===== config.mk =====
export PLATFORM = sky130hd
export DESIGN_NAME = odd_ratio_clock_divider
export DESIGN_NICKNAME = d
export VERILOG_FILES = /design/src/odd_div_pkg.sv /design/src/odd_ratio_clock_divider.sv /design/src/pin_sync.sv
export SDC_FILE = /design/constraint.sdc
export NUM_CORES = 1
export LEC_CHECK = 0
export BUFFER_PORTS_ARGS = -buffer_cell sky130_fd_sc_hd__buf_2
export CAP_MARGIN = 15
export CORE_MARGIN = 4
export CORE_UTILIZATION = 57
export CTS_BUF_LIST = sky130_fd_sc_hd__clkbuf_16
export CTS_CLUSTER_SIZE = 25
export DETAILED_ROUTE_END_ITERATION = 12
export PLACE_DENSITY = 0.82
export SYNTH_ARGS = -nofsm -noshare
export SYNTH_HDL_FRONTEND = slang
export SYNTH_SLANG_ARGS = --single-unit

===== constraint.sdc =====
create_clock -name sys_clk -period 3.4 [get_ports sys_clk]
set_clock_uncertainty 0.1 [all_clocks]
set_input_delay 0.51 -clock sys_clk [delete_from_list [all_inputs] [get_ports sys_clk]]
set_output_delay 0.51 -clock sys_clk [all_outputs]
set_load 0.1 [all_outputs]

===== src/odd_div_pkg.sv =====
package odd_div_pkg;

    // Phase counter width; one count per input clock edge
    localparam int PHASE_W = 4;
    localparam logic [PHASE_W-1:0] PHASE_RESET = 4'h0;

    // Input edges per output period and edges the output stays high
    localparam logic [PHASE_W-1:0] DIV3_EDGES = 4'h6;
    localparam logic [PHASE_W-1:0] DIV5_EDGES = 4'ha;
    localparam logic [PHASE_W-1:0] DIV3_HIGH_EDGES = 4'h3;
    localparam logic [PHASE_W-1:0] DIV5_HIGH_EDGES = 4'h5;

    // Values after reset
    localparam logic ENABLE_RESET = 1'b1;
    localparam logic RATIO_RESET = 1'b0;
    localparam logic CLK_RESET = 1'b0;
    localparam logic OUT_RESET = 1'b0;

    // Edges of the sampled input clock seen in one system cycle
    typedef struct packed {
        logic rise;
        logic fall;
    } in_edge_t;

    // Divider run state
    typedef enum logic {
        DIV_WAIT,
        DIV_RUN
    } div_state_t;

    // Output gate state
    typedef enum logic [2:0] {
        GATE_OFF,
        GATE_ARM,
        GATE_READY,
        GATE_ON,
        GATE_DRAIN
    } gate_state_t;

endpackage : odd_div_pkg


===== src/odd_ratio_clock_divider.sv =====
// Notes on behaviour
// Enable sampled synchronously, defaults to asserted
// Enabling waits one rising, one falling edge
// Disabling waits rising edge, output fall, holds low
// Full high pulse completes before gating, except when clear or reset cuts it
// Divider advances on both input edges
// Divide-by-three falls at second cycle falling edge
// Divide-by-five falls at third cycle falling edge
// High time gives half duty on symmetric input
// Ratio select static, changed only during reset
// Clear forces output low, count restarts after
`timescale 1ns/1ns
`default_nettype none
module odd_ratio_clock_divider
    import odd_div_pkg::*;
(
    input wire logic sys_clk,
    input wire logic rst_n,
    input wire logic divider_clear_n,
    input wire logic clk_in,
    input wire logic out_enable,
    input wire logic ratio_div5,
    output logic clk_out
);
    logic clk_lvl;
    logic clk_prev;
    logic en_lvl;
    logic div5_lvl;
    in_edge_t ev;
    logic [PHASE_W-1:0] phase;
    logic [PHASE_W-1:0] next_phase;
    div_state_t state;
    div_state_t next_state;
    gate_state_t gate;
    gate_state_t next_gate;
    logic next_clk_prev;
    logic next_out;
    logic raw;
    logic next_raw;

    // Edges in a period for the selected ratio
    function automatic logic [PHASE_W-1:0] period_edges(input logic div5);
        period_edges = div5 ? DIV5_EDGES : DIV3_EDGES;
    endfunction : period_edges

    // Edges the output stays high for the selected ratio
    function automatic logic [PHASE_W-1:0] high_edges(input logic div5);
        high_edges = div5 ? DIV5_HIGH_EDGES : DIV3_HIGH_EDGES;
    endfunction : high_edges

    // Pin samplers
    pin_sync #(.INIT(CLK_RESET)) u_clk_sync (
        .sys_clk(sys_clk),
        .rst_n(rst_n),
        .pin(clk_in),
        .level(clk_lvl)
    );

    pin_sync #(.INIT(ENABLE_RESET)) u_en_sync (
        .sys_clk(sys_clk),
        .rst_n(rst_n),
        .pin(out_enable),
        .level(en_lvl)
    );

    pin_sync #(.INIT(RATIO_RESET)) u_ratio_sync (
        .sys_clk(sys_clk),
        .rst_n(rst_n),
        .pin(ratio_div5),
        .level(div5_lvl)
    );

    // Both edges of the input clock are events
    always_comb begin
        ev.rise = clk_lvl & ~clk_prev;
        ev.fall = ~clk_lvl & clk_prev;
    end

    // Phase counter: even phases on rising edges, odd on falling edges
    always_comb begin
        next_clk_prev = clk_lvl;
        next_state = state;
        next_phase = phase;
        raw = (state == DIV_RUN) && (phase < high_edges(div5_lvl));
        if (state == DIV_WAIT) begin
            if (ev.rise) begin
                next_state = DIV_RUN;
                next_phase = PHASE_RESET;
            end
        end else if (ev.rise || ev.fall) begin
            if (phase == period_edges(div5_lvl) - 4'h1) begin
                next_phase = PHASE_RESET;
            end else begin
                next_phase = phase + 4'h1;
            end
        end
        // High for phases below the high count: falls at 3 or 5
        next_raw = (next_state == DIV_RUN) &&
                   (next_phase < high_edges(div5_lvl));
    end

    // Output gate sequencing
    always_comb begin
        next_gate = gate;
        case (gate)
            GATE_OFF: begin
                if (en_lvl && ev.rise) begin
                    next_gate = GATE_ARM;
                end
            end
            GATE_ARM: begin
                if (!en_lvl) begin
                    next_gate = GATE_OFF;
                end else if (ev.fall) begin
                    next_gate = GATE_READY;
                end
            end
            GATE_READY: begin
                if (!en_lvl) begin
                    next_gate = GATE_OFF;
                end else if (next_raw && !raw) begin
                    next_gate = GATE_ON;
                end
            end
            GATE_ON: begin
                if (!en_lvl && ev.rise) begin
                    next_gate = GATE_DRAIN;
                end
            end
            GATE_DRAIN: begin
                if (en_lvl) begin
                    next_gate = GATE_ON;
                end else if (raw && !next_raw) begin
                    next_gate = GATE_OFF;
                end else if (!raw) begin
                    next_gate = GATE_OFF;
                end
            end
            default: begin
                next_gate = GATE_OFF;
            end
        endcase
        // A pulse in progress runs out unless cut by clear or reset; new ones start only when open
        next_out = next_raw &&
                   (clk_out || (!raw && next_gate == GATE_ON));
    end

    // Input clock history; kept through a clear so no false edge follows it
    always_ff @(posedge sys_clk) begin
        if (!rst_n) begin
            clk_prev <= CLK_RESET;
        end else begin
            clk_prev <= next_clk_prev;
        end
    end

    // Registers; clear acts at once, system reset on the clock
    always_ff @(posedge sys_clk or negedge divider_clear_n) begin
        if (!divider_clear_n) begin
            state <= DIV_WAIT;
            phase <= PHASE_RESET;
            gate <= GATE_OFF;
            clk_out <= OUT_RESET;
        end else if (!rst_n) begin
            state <= DIV_WAIT;
            phase <= PHASE_RESET;
            gate <= GATE_OFF;
            clk_out <= OUT_RESET;
        end else begin
            state <= next_state;
            phase <= next_phase;
            gate <= next_gate;
            clk_out <= next_out;
        end
    end

    // Output never runs while the gate is closed
    property p_off_low;
        @(posedge sys_clk) disable iff (!rst_n || !divider_clear_n)
        (gate == GATE_OFF) |-> !clk_out;
    endproperty
    a_off_low: assert property (p_off_low)
        else $error("output high while gate closed");

    // Output starts only after the arm sequence
    property p_start_ready;
        @(posedge sys_clk) disable iff (!rst_n || !divider_clear_n)
        $rose(clk_out) |-> $past(gate) inside {GATE_READY, GATE_ON};
    endproperty
    a_start_ready: assert property (p_start_ready)
        else $error("output started without arm sequence");

    // Gate closes only together with an output fall or while low
    property p_stop_on_fall;
        @(posedge sys_clk) disable iff (!rst_n || !divider_clear_n)
        ($past(gate) == GATE_DRAIN && gate == GATE_OFF) |-> !clk_out;
    endproperty
    a_stop_on_fall: assert property (p_stop_on_fall)
        else $error("gate closed with output high");

    // Every high pulse not cut by clear or reset ends at its full length
    property p_full_pulse;
        @(posedge sys_clk) disable iff (!rst_n || !divider_clear_n)
        $fell(clk_out) |-> (phase == high_edges(div5_lvl));
    endproperty
    a_full_pulse: assert property (p_full_pulse)
        else $error("high pulse cut short");

    // Falling input edges also move the phase
    property p_both_edges;
        @(posedge sys_clk) disable iff (!rst_n || !divider_clear_n)
        (state == DIV_RUN && ev.fall) |=> (phase != $past(phase));
    endproperty
    a_both_edges: assert property (p_both_edges)
        else $error("falling edge did not advance divider");

    // Divide by three: fall at phase three
    property p_div3_fall;
        @(posedge sys_clk) disable iff (!rst_n || !divider_clear_n)
        ($fell(clk_out) && !div5_lvl) |-> (phase == DIV3_HIGH_EDGES);
    endproperty
    a_div3_fall: assert property (p_div3_fall)
        else $error("divide by three fall misplaced");

    // Divide by five: fall at phase five
    property p_div5_fall;
        @(posedge sys_clk) disable iff (!rst_n || !divider_clear_n)
        ($fell(clk_out) && div5_lvl) |-> (phase == DIV5_HIGH_EDGES);
    endproperty
    a_div5_fall: assert property (p_div5_fall)
        else $error("divide by five fall misplaced");

    // Rises start a period on a rising input edge
    property p_rise_phase;
        @(posedge sys_clk) disable iff (!rst_n || !divider_clear_n)
        $rose(clk_out) |-> (phase == PHASE_RESET);
    endproperty
    a_rise_phase: assert property (p_rise_phase)
        else $error("output rise not at period start");

    // Reset leaves output low and count cleared
    property p_reset_clear;
        @(posedge sys_clk) disable iff (!divider_clear_n)
        !rst_n |=> (!clk_out && phase == PHASE_RESET && state == DIV_WAIT);
    endproperty
    a_reset_clear: assert property (p_reset_clear)
        else $error("reset did not clear divider");
endmodule : odd_ratio_clock_divider
`default_nettype wire


===== src/pin_sync.sv =====
`timescale 1ns/1ns
`default_nettype none
module pin_sync #(
    parameter logic INIT = 1'b0
) (
    input wire logic sys_clk,
    input wire logic rst_n,
    input wire logic pin,
    output logic level
);
    logic [2:0] stage;
    logic [2:0] next_stage;
    logic next_level;

    // Three stage shift; level follows once stages two and three agree
    always_comb begin
        next_stage = {stage[1:0], pin};
        next_level = level;
        if (stage[1] == stage[2]) begin
            next_level = stage[2];
        end
    end

    // Registers only
    always_ff @(posedge sys_clk) begin
        if (!rst_n) begin
            stage <= {3{INIT}};
            level <= INIT;
        end else begin
            stage <= next_stage;
            level <= next_level;
        end
    end
endmodule : pin_sync
`default_nettype wire


**Word-level counts from Yosys, hierarchy flattened**

Index checks and enable logic that the tools add are counted.

- $add $sub $neg: 2
- Multiply operators: 0
- Divide/modulo/power cells: 0
- Magnitude comparators: 2
- Equality and inequality tests: 9
- Shift operators: 0
- Multiplexer cells: 22
- Bitwise operators: 4
- Reduce and logical (&&, ||, !) cells: 14

Operators by type and width:

| kind | count |
|---|---|
| $mux 3 | 11 |
| $mux 4 | 6 |
| $pmux 3 s5 | 1 |
| $eq 3x2->1 const B | 3 |
| $logic_and 1x1->1 | 8 |
| $add 4x1->4 const B | 1 |
| $eq 4x4->1 | 1 |
| $lt 4x3->1 | 1 |
| $lt 4x4->1 | 1 |
| $mux 1 | 4 |
| $sub 4x1->4 const B | 1 |
| $eq 1x1->1 | 3 |
| $eq 3x1->1 const B | 1 |
| $eq 3x3->1 const B | 1 |
| $logic_not 1->1 | 3 |
| $logic_not 3->1 | 1 |
| $and 1x1->1 | 2 |
| $logic_or 1x1->1 | 2 |
| $not 1->1 | 2 |

- Register bits after elaboration: 22
- Bits in latches: 0
- Memory bits (writable): 0
- Bits in read-only memories: 0
- Word-level logic and storage cells: 64
- Memories kept: 0

**Longest topological paths before layout**

Gate-level depths: netlist of the first run.

- Depth in word-level cells: 18
- Depth in mapped cells: 12
- Gate-level depth less buffers: 12

**Hierarchy**

From an unflattened synthesis of the first run, not the netlist that was laid out.

- Cell total of the unflattened synthesis: 111
- Area total of the unflattened synthesis: 1,076.0 um^2

Modules (own cells, without submodules):

| module | times used | cells each | area each (um^2) | sequential area each (um^2) |
|---|---|---|---|---|
| odd_ratio_clock_divider | 1 | 81 | 730.7 | 245.2 |
| pin_sync at u_clk_sync ... | 2 | 10 | 116.4 | 80.1 |
| pin_sync at u_en_sync | 1 | 10 | 112.6 | 80.1 |

**Worst setup path before layout of the first run**

OpenSTA, ideal clock, no wires.

- Path kind: register -> register
- Start: reg u_clk_sync.level
- End: reg gate[2]
- Library setup time: 0.080 ns
- Arrival time: 2.601 ns
- Slack: 0.619 ns
- Stages on the path, launching flop included: 13
- Buffers on the path: 0
- Clock period less this slack: 2.781 ns
- Cells stage by stage: dfxtp_1 inv_1 ha_1 and2b_4 and2b_1 o21ai_0 o31ai_1 ha_1 nand2_1 nor3_2 o31ai_2 or4b_1 o22ai_2

- Cells in the longest elaborated chain, start to end: 13
- Elaborated cells between the ends (all ways): 26
- Those cells by class: order compare: 1; mux: 15; bitwise: 3; reduce/logical: 7

RTL lines:

| item | RTL line | RTL |
|---|---|---|
| from (decl) | pin_sync.sv:9 | `output logic level` |
| from (signal assigned) | pin_sync.sv:31 | `level <= next_level;` |
| $not 1->1 | odd_ratio_clock_divider.sv:76 | `ev.fall = ~clk_lvl & clk_prev;` |
| $and 1x1->1 | odd_ratio_clock_divider.sv:76 |  |
| $logic_or 1x1->1 | odd_ratio_clock_divider.sv:90 | `end else if (ev.rise \|\| ev.fall) begin` |
| $mux 4 | odd_ratio_clock_divider.sv:90 |  |
| $mux 4 | odd_ratio_clock_divider.sv:85 | `if (state == DIV_WAIT) begin` |
| $lt 4x3->1 | odd_ratio_clock_divider.sv:99 | `(next_phase < high_edges(div5_lvl));` |
| $logic_and 1x1->1 | odd_ratio_clock_divider.sv:98 | `next_raw = (next_state == DIV_RUN) &&` |
| $logic_not 1->1 | odd_ratio_clock_divider.sv:133 | `end else if (raw && !next_raw) begin` |
| $logic_and 1x1->1 | odd_ratio_clock_divider.sv:133 |  |
| $mux 3 | odd_ratio_clock_divider.sv:133 |  |
| $mux 3 | odd_ratio_clock_divider.sv:131 | `if (en_lvl) begin` |
| $pmux 3 s5 (*) | odd_ratio_clock_divider.sv:105 | `case (gate)` |
| $mux 3 (*) | odd_ratio_clock_divider.sv:164 | `end else if (!rst_n) begin` |
| to (signal assigned) | odd_ratio_clock_divider.sv:172 | `gate <= next_gate;` |
| to (decl) | odd_ratio_clock_divider.sv:34 | `gate_state_t gate;` |

Every way passes the cells marked *; elsewhere a longest branch is shown, timed or not.
A chain may end at the register's enable or synchronous reset.

**Worst setup path after layout of the first run**

Ends and elaborated chain as after synthesis.

==> flow_results.xml, run 1 <==
<?xml version="1.0" encoding="UTF-8"?>
<metrics>
  <group name="run_status">
    <metric name="run_status" unit="">finished with violations</metric>
    <metric name="violations" unit="">negative hold slack</metric>
  </group>
  <group name="final_layout">
    <metric name="drive_gt1_share" unit="%">12.3</metric>
    <metric name="final_nets" unit="">143</metric>
    <metric name="area_growth" unit="%">12.8</metric>
    <metric name="design_area" unit="sq um">1270</metric>
    <metric name="layout.cells.non_filler" unit="">155</metric>
    <metric name="antenna-diode-count" unit="">0</metric>
    <metric name="layout.core_utilization" unit="%">70.8</metric>
    <metric name="n_fill_cell" unit="">136</metric>
  </group>
  <group name="logic_synthesis">
    <metric name="ys.warnings.count" unit="">0</metric>
    <metric name="synth_area_leader_cell" unit="">dfxtp_1</metric>
    <metric name="syn_area_per_cell" unit="sq um">9.11</metric>
    <metric name="synth_area_leaders" unit="">dfxtp_1 23%, dfrtp_1 20%, ha_1 6.6%</metric>
    <metric name="synth-async-reset-ratio" unit="%">40.9</metric>
    <metric name="netlist_top_cells_count" unit="">13 x dfxtp_1, 10 x nand2_1, 9 x dfrtp_1, 9 x nor2_1</metric>
    <metric name="synth_flop_cell" unit="">dfxtp_1</metric>
    <metric name="post_synthesis_compound_gate_area_fraction" unit="%">17.8</metric>
    <metric name="synth_seq_cells" unit="">22</metric>
    <metric name="synth.mux.area_fraction" unit="%">0</metric>
    <metric name="post_synth_and_or_nand_nor_area_fraction" unit="%">26.9</metric>
    <metric name="synthesis.instances" unit="">124</metric>
    <metric name="synth_edf_count" unit="">0</metric>
    <metric name="synth_adder_area_share" unit="%">6.64</metric>
    <metric name="sequential_element_share_of_the_synthesized_area" unit="%">43.0</metric>
    <metric name="ys_types" unit="">38</metric>
    <metric name="net_count_after_synthesis" unit="">136</metric>
    <metric name="post_synth_instance_area" unit="sq um">1130</metric>
    <metric name="synth.most_common_cell" unit="">dfxtp_1</metric>
    <metric name="synth_top_area_share" unit="%">23.0</metric>
    <metric name="dominant_combinational_cell_family_by_area_after_synthesis" unit="">simple AND/OR/NAND/NOR gates</metric>
    <metric name="synth_xor_xnor_area_share" unit="%">1.55</metric>
  </group>
  <group name="sta">
    <metric name="hold_ws" unit="ps">-0.149</metric>
    <metric name="highest_achievable_clock_rate" unit="GHz">0.325</metric>
    <metric name="hold_violations" unit="">1</metric>
    <metric name="final.setup.tns" unit="ps">0</metric>
    <metric name="fin_max_slew_vios" unit="">0</metric>
    <metric name="slew-limit-headroom" unit="%">67.6</metric>
    <metric name="finalWorstPathRequiredPeriod" unit="ps">3070</metric>
    <metric name="fin_crit_sh" unit="%">90.4</metric>
    <metric name="setup_violations" unit="">0</metric>
    <metric name="setup_repair_after_global_routing_missed_its_margin" unit="">false</metric>
    <metric name="worst_pin_slew" unit="ps">489</metric>
    <metric name="layout_setup_ws" unit="ps">326</metric>
  </group>
  <group name="grt">
    <metric name="grt.met3_usage" unit="%">4.27</metric>
    <metric name="number_of_global_route_vias_before_repair" unit="">889</metric>
    <metric name="number_of_antenna_violations_at_the_first_check_in_global_routing" unit="">0</metric>
    <metric name="grt.busiest_layer" unit="">met2</metric>
    <metric name="gr-usage-met2" unit="%">31.8</metric>
    <metric name="globalRouteTotalUtil" unit="%">19.3</metric>
    <metric name="gr-total-overflow" unit="">0</metric>
    <metric name="wire_length_of_the_first_global_routing_pass" unit="mm">3.87</metric>
    <metric name="grt_use_met1" unit="%">23.8</metric>
    <metric name="grt_max_degree" unit="">16</metric>
  </group>
  <group name="clocking">
    <metric name="clock_sink_count" unit="">22</metric>
    <metric name="post_cts_resize_count" unit="">0</metric>
    <metric name="holdBufCountCts" unit="">0</metric>
    <metric name="cts.clk_slew.worst_paths" unit="ps">60</metric>
    <metric name="cts.root.buffer_cell" unit="">clkbuf_16</metric>
    <metric name="clock_tree_from_tritoncts" unit="">built</metric>
    <metric name="total_clock_buffers_created_by_cts" unit="">3</metric>
    <metric name="cts_post_setup_buffers_inserted" unit="">0</metric>
    <metric name="clock_latency" unit="ps">260</metric>
    <metric name="clock_tree.htree_level_count" unit="">1</metric>
    <metric name="max-clock-path-buffers" unit="">2</metric>
  </group>
  <group name="worst_setup_path">
    <metric name="worstPathArrival" unit="ps">3160</metric>
    <metric name="cp-start-kind" unit="">flop</metric>
    <metric name="slowest_delay" unit="ps">470</metric>
    <metric name="cp.required" unit="ps">3480</metric>
    <metric name="crit_type" unit="">flop to flop</metric>
    <metric name="cpMostUsedCell" unit="">ha_1</metric>
    <metric name="critical_path.n_buffers_inverters" unit="">1</metric>
    <metric name="cp_top_family" unit="">simple AND/OR/NAND/NOR gates</metric>
    <metric name="cp_cell_instances" unit="">inv_1, ha_1, and2b_4, and2b_1, o21ai_0, o31ai_1, ha_1, nor4bb_1, o31ai_2, or4b_1, o22ai_2</metric>
    <metric name="cp_slowest_cell" unit="">or4b_1</metric>
    <metric name="worst-path-max-fanout" unit="">6</metric>
    <metric name="critPathCaptureType" unit="">flop</metric>
  </group>
  <group name="pwr">
    <metric name="power.share.sequential" unit="%">46.1</metric>
    <metric name="comb_power_share" unit="%">2.5</metric>
    <metric name="powerDensity" unit="nW/um^2">453</metric>
    <metric name="power.share.clock" unit="%">51.4</metric>
    <metric name="switching_share_of_power" unit="%">17.9</metric>
    <metric name="leakagePower" unit="nW">0.523</metric>
    <metric name="design_power_total" unit="mW">0.577</metric>
    <metric name="power.net_switching" unit="mW">0.103</metric>
    <metric name="worst_ir_drop_vdd" unit="mV">0.316</metric>
    <metric name="internal_power" unit="mW">0.474</metric>
  </group>
  <group name="route">
    <metric name="postRouteWirelength" unit="mm">2.22</metric>
    <metric name="route.antenna.remaining_nets" unit="">0</metric>
    <metric name="drt-vias-per-instance" unit="">5.79</metric>
    <metric name="drt_pass1_iterations" unit="">4</metric>
    <metric name="drc" unit="">0</metric>
    <metric name="detail_route.iter0.violations" unit="">22</metric>
    <metric name="wire_per_inst" unit="microns">14.3</metric>
    <metric name="via_count" unit="">897</metric>
  </group>
  <group name="floorplanning">
    <metric name="io_pins" unit="">7</metric>
    <metric name="dieHeight" unit="microns">52.5</metric>
    <metric name="core" unit="sq um">1800</metric>
    <metric name="floorplan.die_area" unit="sq um">2760</metric>
    <metric name="start_util" unit="%">62.7</metric>
    <metric name="num_rows" unit="">15</metric>
    <metric name="chipWidth" unit="microns">52.5</metric>
  </group>
  <group name="placement">
    <metric name="minimum_setup_slack_after_placement" unit="ps">438</metric>
    <metric name="gp_congestion" unit="">0.879</metric>
    <metric name="placed_cells_incl_taps" unit="">151</metric>
    <metric name="io_buffers" unit="">6</metric>
    <metric name="detailed_place_hpwl" unit="mm">1.54</metric>
    <metric name="dpl_cell_area" unit="sq um">1170</metric>
  </group>
  <group name="flow_run">
    <metric name="drv.max_cap_violation_count" unit="">0</metric>
  </group>
  <group name="worst_hold_path">
    <metric name="worst_hold_path_type" unit="">primary input to asynchronous set/reset pin</metric>
  </group>
</metrics>
[path summary, 6_finish.rpt]
kind,to,startpoint,slack (ps),cells past startpoint
min in group sys_clk,u_clk_sync.stage[1]$_SDFF_PN0_,u_clk_sync.stage[0]$_SDFF_PN0_,330,1
setup / recovery,gate[2]$_DFF_PN0_,u_clk_sync.level$_SDFFE_PN0N_,330,11
hold / removal,gate[0]$_DFF_PN0_,divider_clear_n,-0.1,1
setup reg to reg,gate[2]$_DFF_PN0_,u_clk_sync.level$_SDFFE_PN0N_,330,11
hold reg to reg,u_clk_sync.stage[1]$_SDFF_PN0_,u_clk_sync.stage[0]$_SDFF_PN0_,330,1
max in group asynchronous,phase[0]$_DFF_PN0_,divider_clear_n,3010,1
[power groups by stage]
stage | registers (mW) | logic (mW) | clock network [mW]
global route | 0.266 | 0.0167 | 0.313
CTS | 0.266 | 0.0148 | 0.302
floorplan | 0.270 | 0.00753 | 0
finish | 0.266 | 0.0144 | 0.297
global placement | 0.271 | 0.0139 | 0
detailed placement | 0.271 | 0.0145 | 0
[area by class of cell]
type / count / area, sq um / share of cell area, %
Sequential cell: 22 / 485 / 38.1
Multi-Input combinational cell: 90 / 598 / 46.9
Clock buffer: 4 / 100 / 7.85
Inverter: 8 / 30.0 / 2.36
Tap cell: 25 / 31.3 / 2.45
Timing Repair Buffer: 6 / 30.0 / 2.36
[flip-flops by register name, indices dropped and copies added (netlist names)]
signal,count
u_clk_sync.level,1
phase,4
u_ratio_sync.stage,3
u_en_sync.level,1
u_ratio_sync.level,1
u_clk_sync.stage,3
u_en_sync.stage,3
state,1
clk_prev,1
gate,3
clk_out,1
[cells in the final DEF (no fill, tap or decap), types with 6 or more instances in the layout]
| cell | Yosys | final |
|---|---|---|
| nand2b_1 | 6 | 6 |
| dfxtp_1 | 13 | 13 |
| buf_2 | 1 | 6 |
| a21oi_1 | 8 | 8 |
| ha_1 | 6 | 6 |
| inv_1 | 8 | 8 |
| o21ai_0 | 8 | 8 |
| dfrtp_1 | 9 | 9 |
| nand2_1 | 10 | 10 |
| nor2_1 | 9 | 9 |
| and2_1 | 8 | 8 |
[metal layers]
layer	share of wire (%)	wire length (microns)
met1	44	969
met2	52	1150
met3	3.7	82
met4	0.99	22
met5	0	0
[worst reg2reg max path, delay by kind of cell (launching register included)]
family	cells	cell delay, ps
compound gates	4	660
fa+ha+maj	2	660
buf+inv	1	80
flops	1	370
simple gates	4	1120
[cell families (layout without fill, tap and decap cells)]
family / count (synthesis) / in the layout
compound gates: 31 / 31
xor+xnor: 2 / 2
fa+ha+maj: 6 / 6
buf+inv: 12 / 18
flops: 22 / 22
simple gates: 51 / 51
No activity file was read; power rests on OpenSTA's default activity.
==> inputs of run 2 (changes only) <==
--- a/config.mk
+++ b/config.mk
@@ -7,12 +7,12 @@
 export LEC_CHECK = 0
 export BUFFER_PORTS_ARGS = -buffer_cell sky130_fd_sc_hd__buf_2
 export CAP_MARGIN = 15
-export CORE_MARGIN = 4
-export CORE_UTILIZATION = 57
+export CORE_MARGIN = 2
+export CORE_UTILIZATION = 25
 export CTS_BUF_LIST = sky130_fd_sc_hd__clkbuf_16
 export CTS_CLUSTER_SIZE = 25
 export DETAILED_ROUTE_END_ITERATION = 12
-export PLACE_DENSITY = 0.82
+export PLACE_DENSITY = 0.46
 export SYNTH_ARGS = -nofsm -noshare
 export SYNTH_HDL_FRONTEND = slang
 export SYNTH_SLANG_ARGS = --single-unit
==> run 2 against run 1 <==
The flow still finishes with violations (negative hold slack). Maximum frequency up 2.4%. Register-to-register slack better by 70 ps. Total power up 0.22%. Critical path type unchanged. Routed wire length down 0.41%. Clock power about the same.
==> flow_results.xml, run 2 (synthesis gave the netlist of run 1 again) <==
<?xml version="1.0" encoding="UTF-8"?>
<metrics>
  <group name="clocking">
    <metric name="max-clock-path-buffers" unit="">2</metric>
    <metric name="total_clock_buffers_created_by_cts" unit="">3</metric>
    <metric name="clock_tree.htree_level_count" unit="">1</metric>
    <metric name="cts.clk_slew.worst_paths" unit="ps">60</metric>
    <metric name="cts.root.buffer_cell" unit="">clkbuf_16</metric>
    <metric name="holdBufCountCts" unit="">0</metric>
    <metric name="post_cts_resize_count" unit="">0</metric>
    <metric name="clock_latency" unit="ps">250</metric>
    <metric name="cts_post_setup_buffers_inserted" unit="">0</metric>
    <metric name="clock_sink_count" unit="">22</metric>
    <metric name="clock_tree_from_tritoncts" unit="">built</metric>
  </group>
  <group name="floorplanning">
    <metric name="dieHeight" unit="microns">71.2</metric>
    <metric name="num_rows" unit="">24</metric>
    <metric name="io_pins" unit="">7</metric>
    <metric name="floorplan.die_area" unit="sq um">5070</metric>
    <metric name="start_util" unit="%">25.9</metric>
    <metric name="chipWidth" unit="microns">71.2</metric>
    <metric name="core" unit="sq um">4350</metric>
  </group>
  <group name="pwr">
    <metric name="leakagePower" unit="nW">0.523</metric>
    <metric name="power.share.clock" unit="%">51.5</metric>
    <metric name="power.share.sequential" unit="%">46.0</metric>
    <metric name="powerDensity" unit="nW/um^2">442</metric>
    <metric name="comb_power_share" unit="%">2.5</metric>
    <metric name="worst_ir_drop_vdd" unit="mV">0.274</metric>
    <metric name="power.net_switching" unit="mW">0.105</metric>
    <metric name="design_power_total" unit="mW">0.578</metric>
    <metric name="internal_power" unit="mW">0.473</metric>
    <metric name="switching_share_of_power" unit="%">18.1</metric>
  </group>
  <group name="final_layout">
    <metric name="registers.top_by_ff_count" unit="">phase</metric>
    <metric name="area_growth" unit="%">15.8</metric>
    <metric name="commonest_cells_after_routing_fill_and_taps_aside" unit="">13 x dfxtp_1, 10 x nand2_1, 9 x nor2_1, 9 x dfrtp_1</metric>
    <metric name="n_fill_cell" unit="">436</metric>
    <metric name="antenna-diode-count" unit="">0</metric>
    <metric name="layout.core_utilization" unit="%">30.1</metric>
    <metric name="final_nets" unit="">143</metric>
    <metric name="number_of_flip_flops_under_the_largest_register_name" unit="">4</metric>
    <metric name="final_common_cell" unit="">dfxtp_1</metric>
    <metric name="drive_gt1_share" unit="%">12.3</metric>
  </group>
  <group name="route">
    <metric name="route.antenna.remaining_nets" unit="">0</metric>
    <metric name="wire_per_inst" unit="microns">12.2</metric>
    <metric name="drt_pass1_iterations" unit="">4</metric>
    <metric name="via_count" unit="">898</metric>
    <metric name="detail_route.iter0.violations" unit="">31</metric>
    <metric name="drc" unit="">0</metric>
    <metric name="postRouteWirelength" unit="mm">2.21</metric>
    <metric name="drt-vias-per-instance" unit="">4.93</metric>
  </group>
  <group name="sta">
    <metric name="hold_ws" unit="ps">-2.85</metric>
    <metric name="final.setup.tns" unit="ps">0</metric>
    <metric name="slew-limit-headroom" unit="%">67.9</metric>
    <metric name="highest_achievable_clock_rate" unit="GHz">0.333</metric>
    <metric name="fin_crit_sh" unit="%">88.3</metric>
    <metric name="fin_max_slew_vios" unit="">0</metric>
    <metric name="finalWorstPathRequiredPeriod" unit="ps">3000</metric>
    <metric name="setup_violations" unit="">0</metric>
    <metric name="setup_repair_after_global_routing_missed_its_margin" unit="">false</metric>
    <metric name="hold_violations" unit="">5</metric>
    <metric name="worst_pin_slew" unit="ps">484</metric>
  </group>
  <group name="worst_setup_path">
    <metric name="reg2reg_depth" unit="">10</metric>
    <metric name="worstPathArrival" unit="ps">3080</metric>
    <metric name="worst-r2r-setup-slack" unit="ps">400</metric>
    <metric name="r2r-end" unit="">gate[2]$_DFF_PN0_</metric>
    <metric name="crit_type" unit="">flop to flop</metric>
    <metric name="critPathCaptureType" unit="">flop</metric>
    <metric name="timing.critical_path.from" unit="">u_clk_sync.level$_SDFFE_PN0N_</metric>
    <metric name="worst_setup_path_endpoint" unit="">gate[2]$_DFF_PN0_</metric>
    <metric name="cp-start-kind" unit="">flop</metric>
    <metric name="regToRegStartpoint" unit="">u_clk_sync.level$_SDFFE_PN0N_</metric>
    <metric name="cp.required" unit="ps">3480</metric>
    <metric name="worst-path-max-fanout" unit="">6</metric>
  </group>
  <group name="grt">
    <metric name="grt_max_degree" unit="">16</metric>
    <metric name="wire_length_of_the_first_global_routing_pass" unit="mm">3.75</metric>
    <metric name="gr-total-overflow" unit="">0</metric>
    <metric name="globalRouteTotalUtil" unit="%">9.21</metric>
    <metric name="number_of_antenna_violations_at_the_first_check_in_global_routing" unit="">0</metric>
    <metric name="number_of_global_route_vias_before_repair" unit="">835</metric>
  </group>
  <group name="worst_hold_path">
    <metric name="worst_hold_path_type" unit="">primary input to asynchronous set/reset pin</metric>
  </group>
  <group name="run_status">
    <metric name="violations" unit="">negative hold slack</metric>
    <metric name="run_status" unit="">finished with violations</metric>
  </group>
  <group name="placement">
    <metric name="detailed_place_hpwl" unit="mm">1.60</metric>
    <metric name="gp_congestion" unit="">0.808</metric>
    <metric name="io_buffers" unit="">6</metric>
  </group>
  <group name="flow_run">
    <metric name="drv.max_cap_violation_count" unit="">0</metric>
  </group>
</metrics>
==> run 2: cell counts in the layout (fill, tap and decap cells not counted) <==
Identical to the previous run, type by type.
==> run 2: per-stage QoR <==
step | setup WS (ps) | instances | instance area (sq um)
CTS | 382 | 182 | 1310
global placement | 526 | 178 | 1210
finish | 398 | 182 | 1310
floorplan | 619 | 124 | 1130
detailed placement | 416 | 178 | 1210
global route | 131 | 182 | 1310
==> run 2: cell type report <==
| class | instances | area, sq um | area share, % |
|---|---|---|---|
| clock buffers | 4 | 100 | 7.65 |
| inverters | 8 | 30.0 | 2.29 |
| multi-input cells | 90 | 598 | 45.7 |
| flip-flops and latches | 22 | 485 | 37.1 |
| well taps | 52 | 65.1 | 4.97 |
| repair buffers | 6 | 30.0 | 2.29 |
==> run 2: routing by layer <==
metal  GRT usage, %  wire, microns  up-vias
met5              0              0        -
met4           3.35             37        0
met3           2.81             77        4
met2           15.4           1070       18
met1           11.2           1030      429
li1               -              -      447
==> run 2: power by group through the flow <==
stage	Combinational [mW]	Sequential, mW	Clock, mW
6_report	0.0145	0.266	0.298
5_1_grt	0.0168	0.266	0.321
4_1_cts	0.0151	0.266	0.309
3_5_place_dp	0.0151	0.271	0
3_3_place_gp	0.0147	0.271	0
2_1_floorplan	0.00753	0.270	0
==> run 2: worst max-delay path: stages (launching register included) <==
cell and delay [ps]:
dfxtp_1 370, inv_1 70, ha_1 340, and2b_4 300, nand2_1 100, o31ai_1 360
ha_1 300, nor4bb_1 150, o31ai_2 230, or4b_1 480, o22ai_2 120
==> run 2: worst min path at each step <==
stage	from	endpoint	slack [ps]
floorplan	divider_clear_n	clk_out$_DFF_PN0_	110
global route	divider_clear_n	phase[3]$_DFF_PN0_	6
finish	divider_clear_n	phase[2]$_DFF_PN0_	-3
global placement	divider_clear_n	phase[3]$_DFF_PN0_	290
detailed placement	divider_clear_n	phase[3]$_DFF_PN0_	290
CTS	divider_clear_n	phase[2]$_DFF_PN0_	5
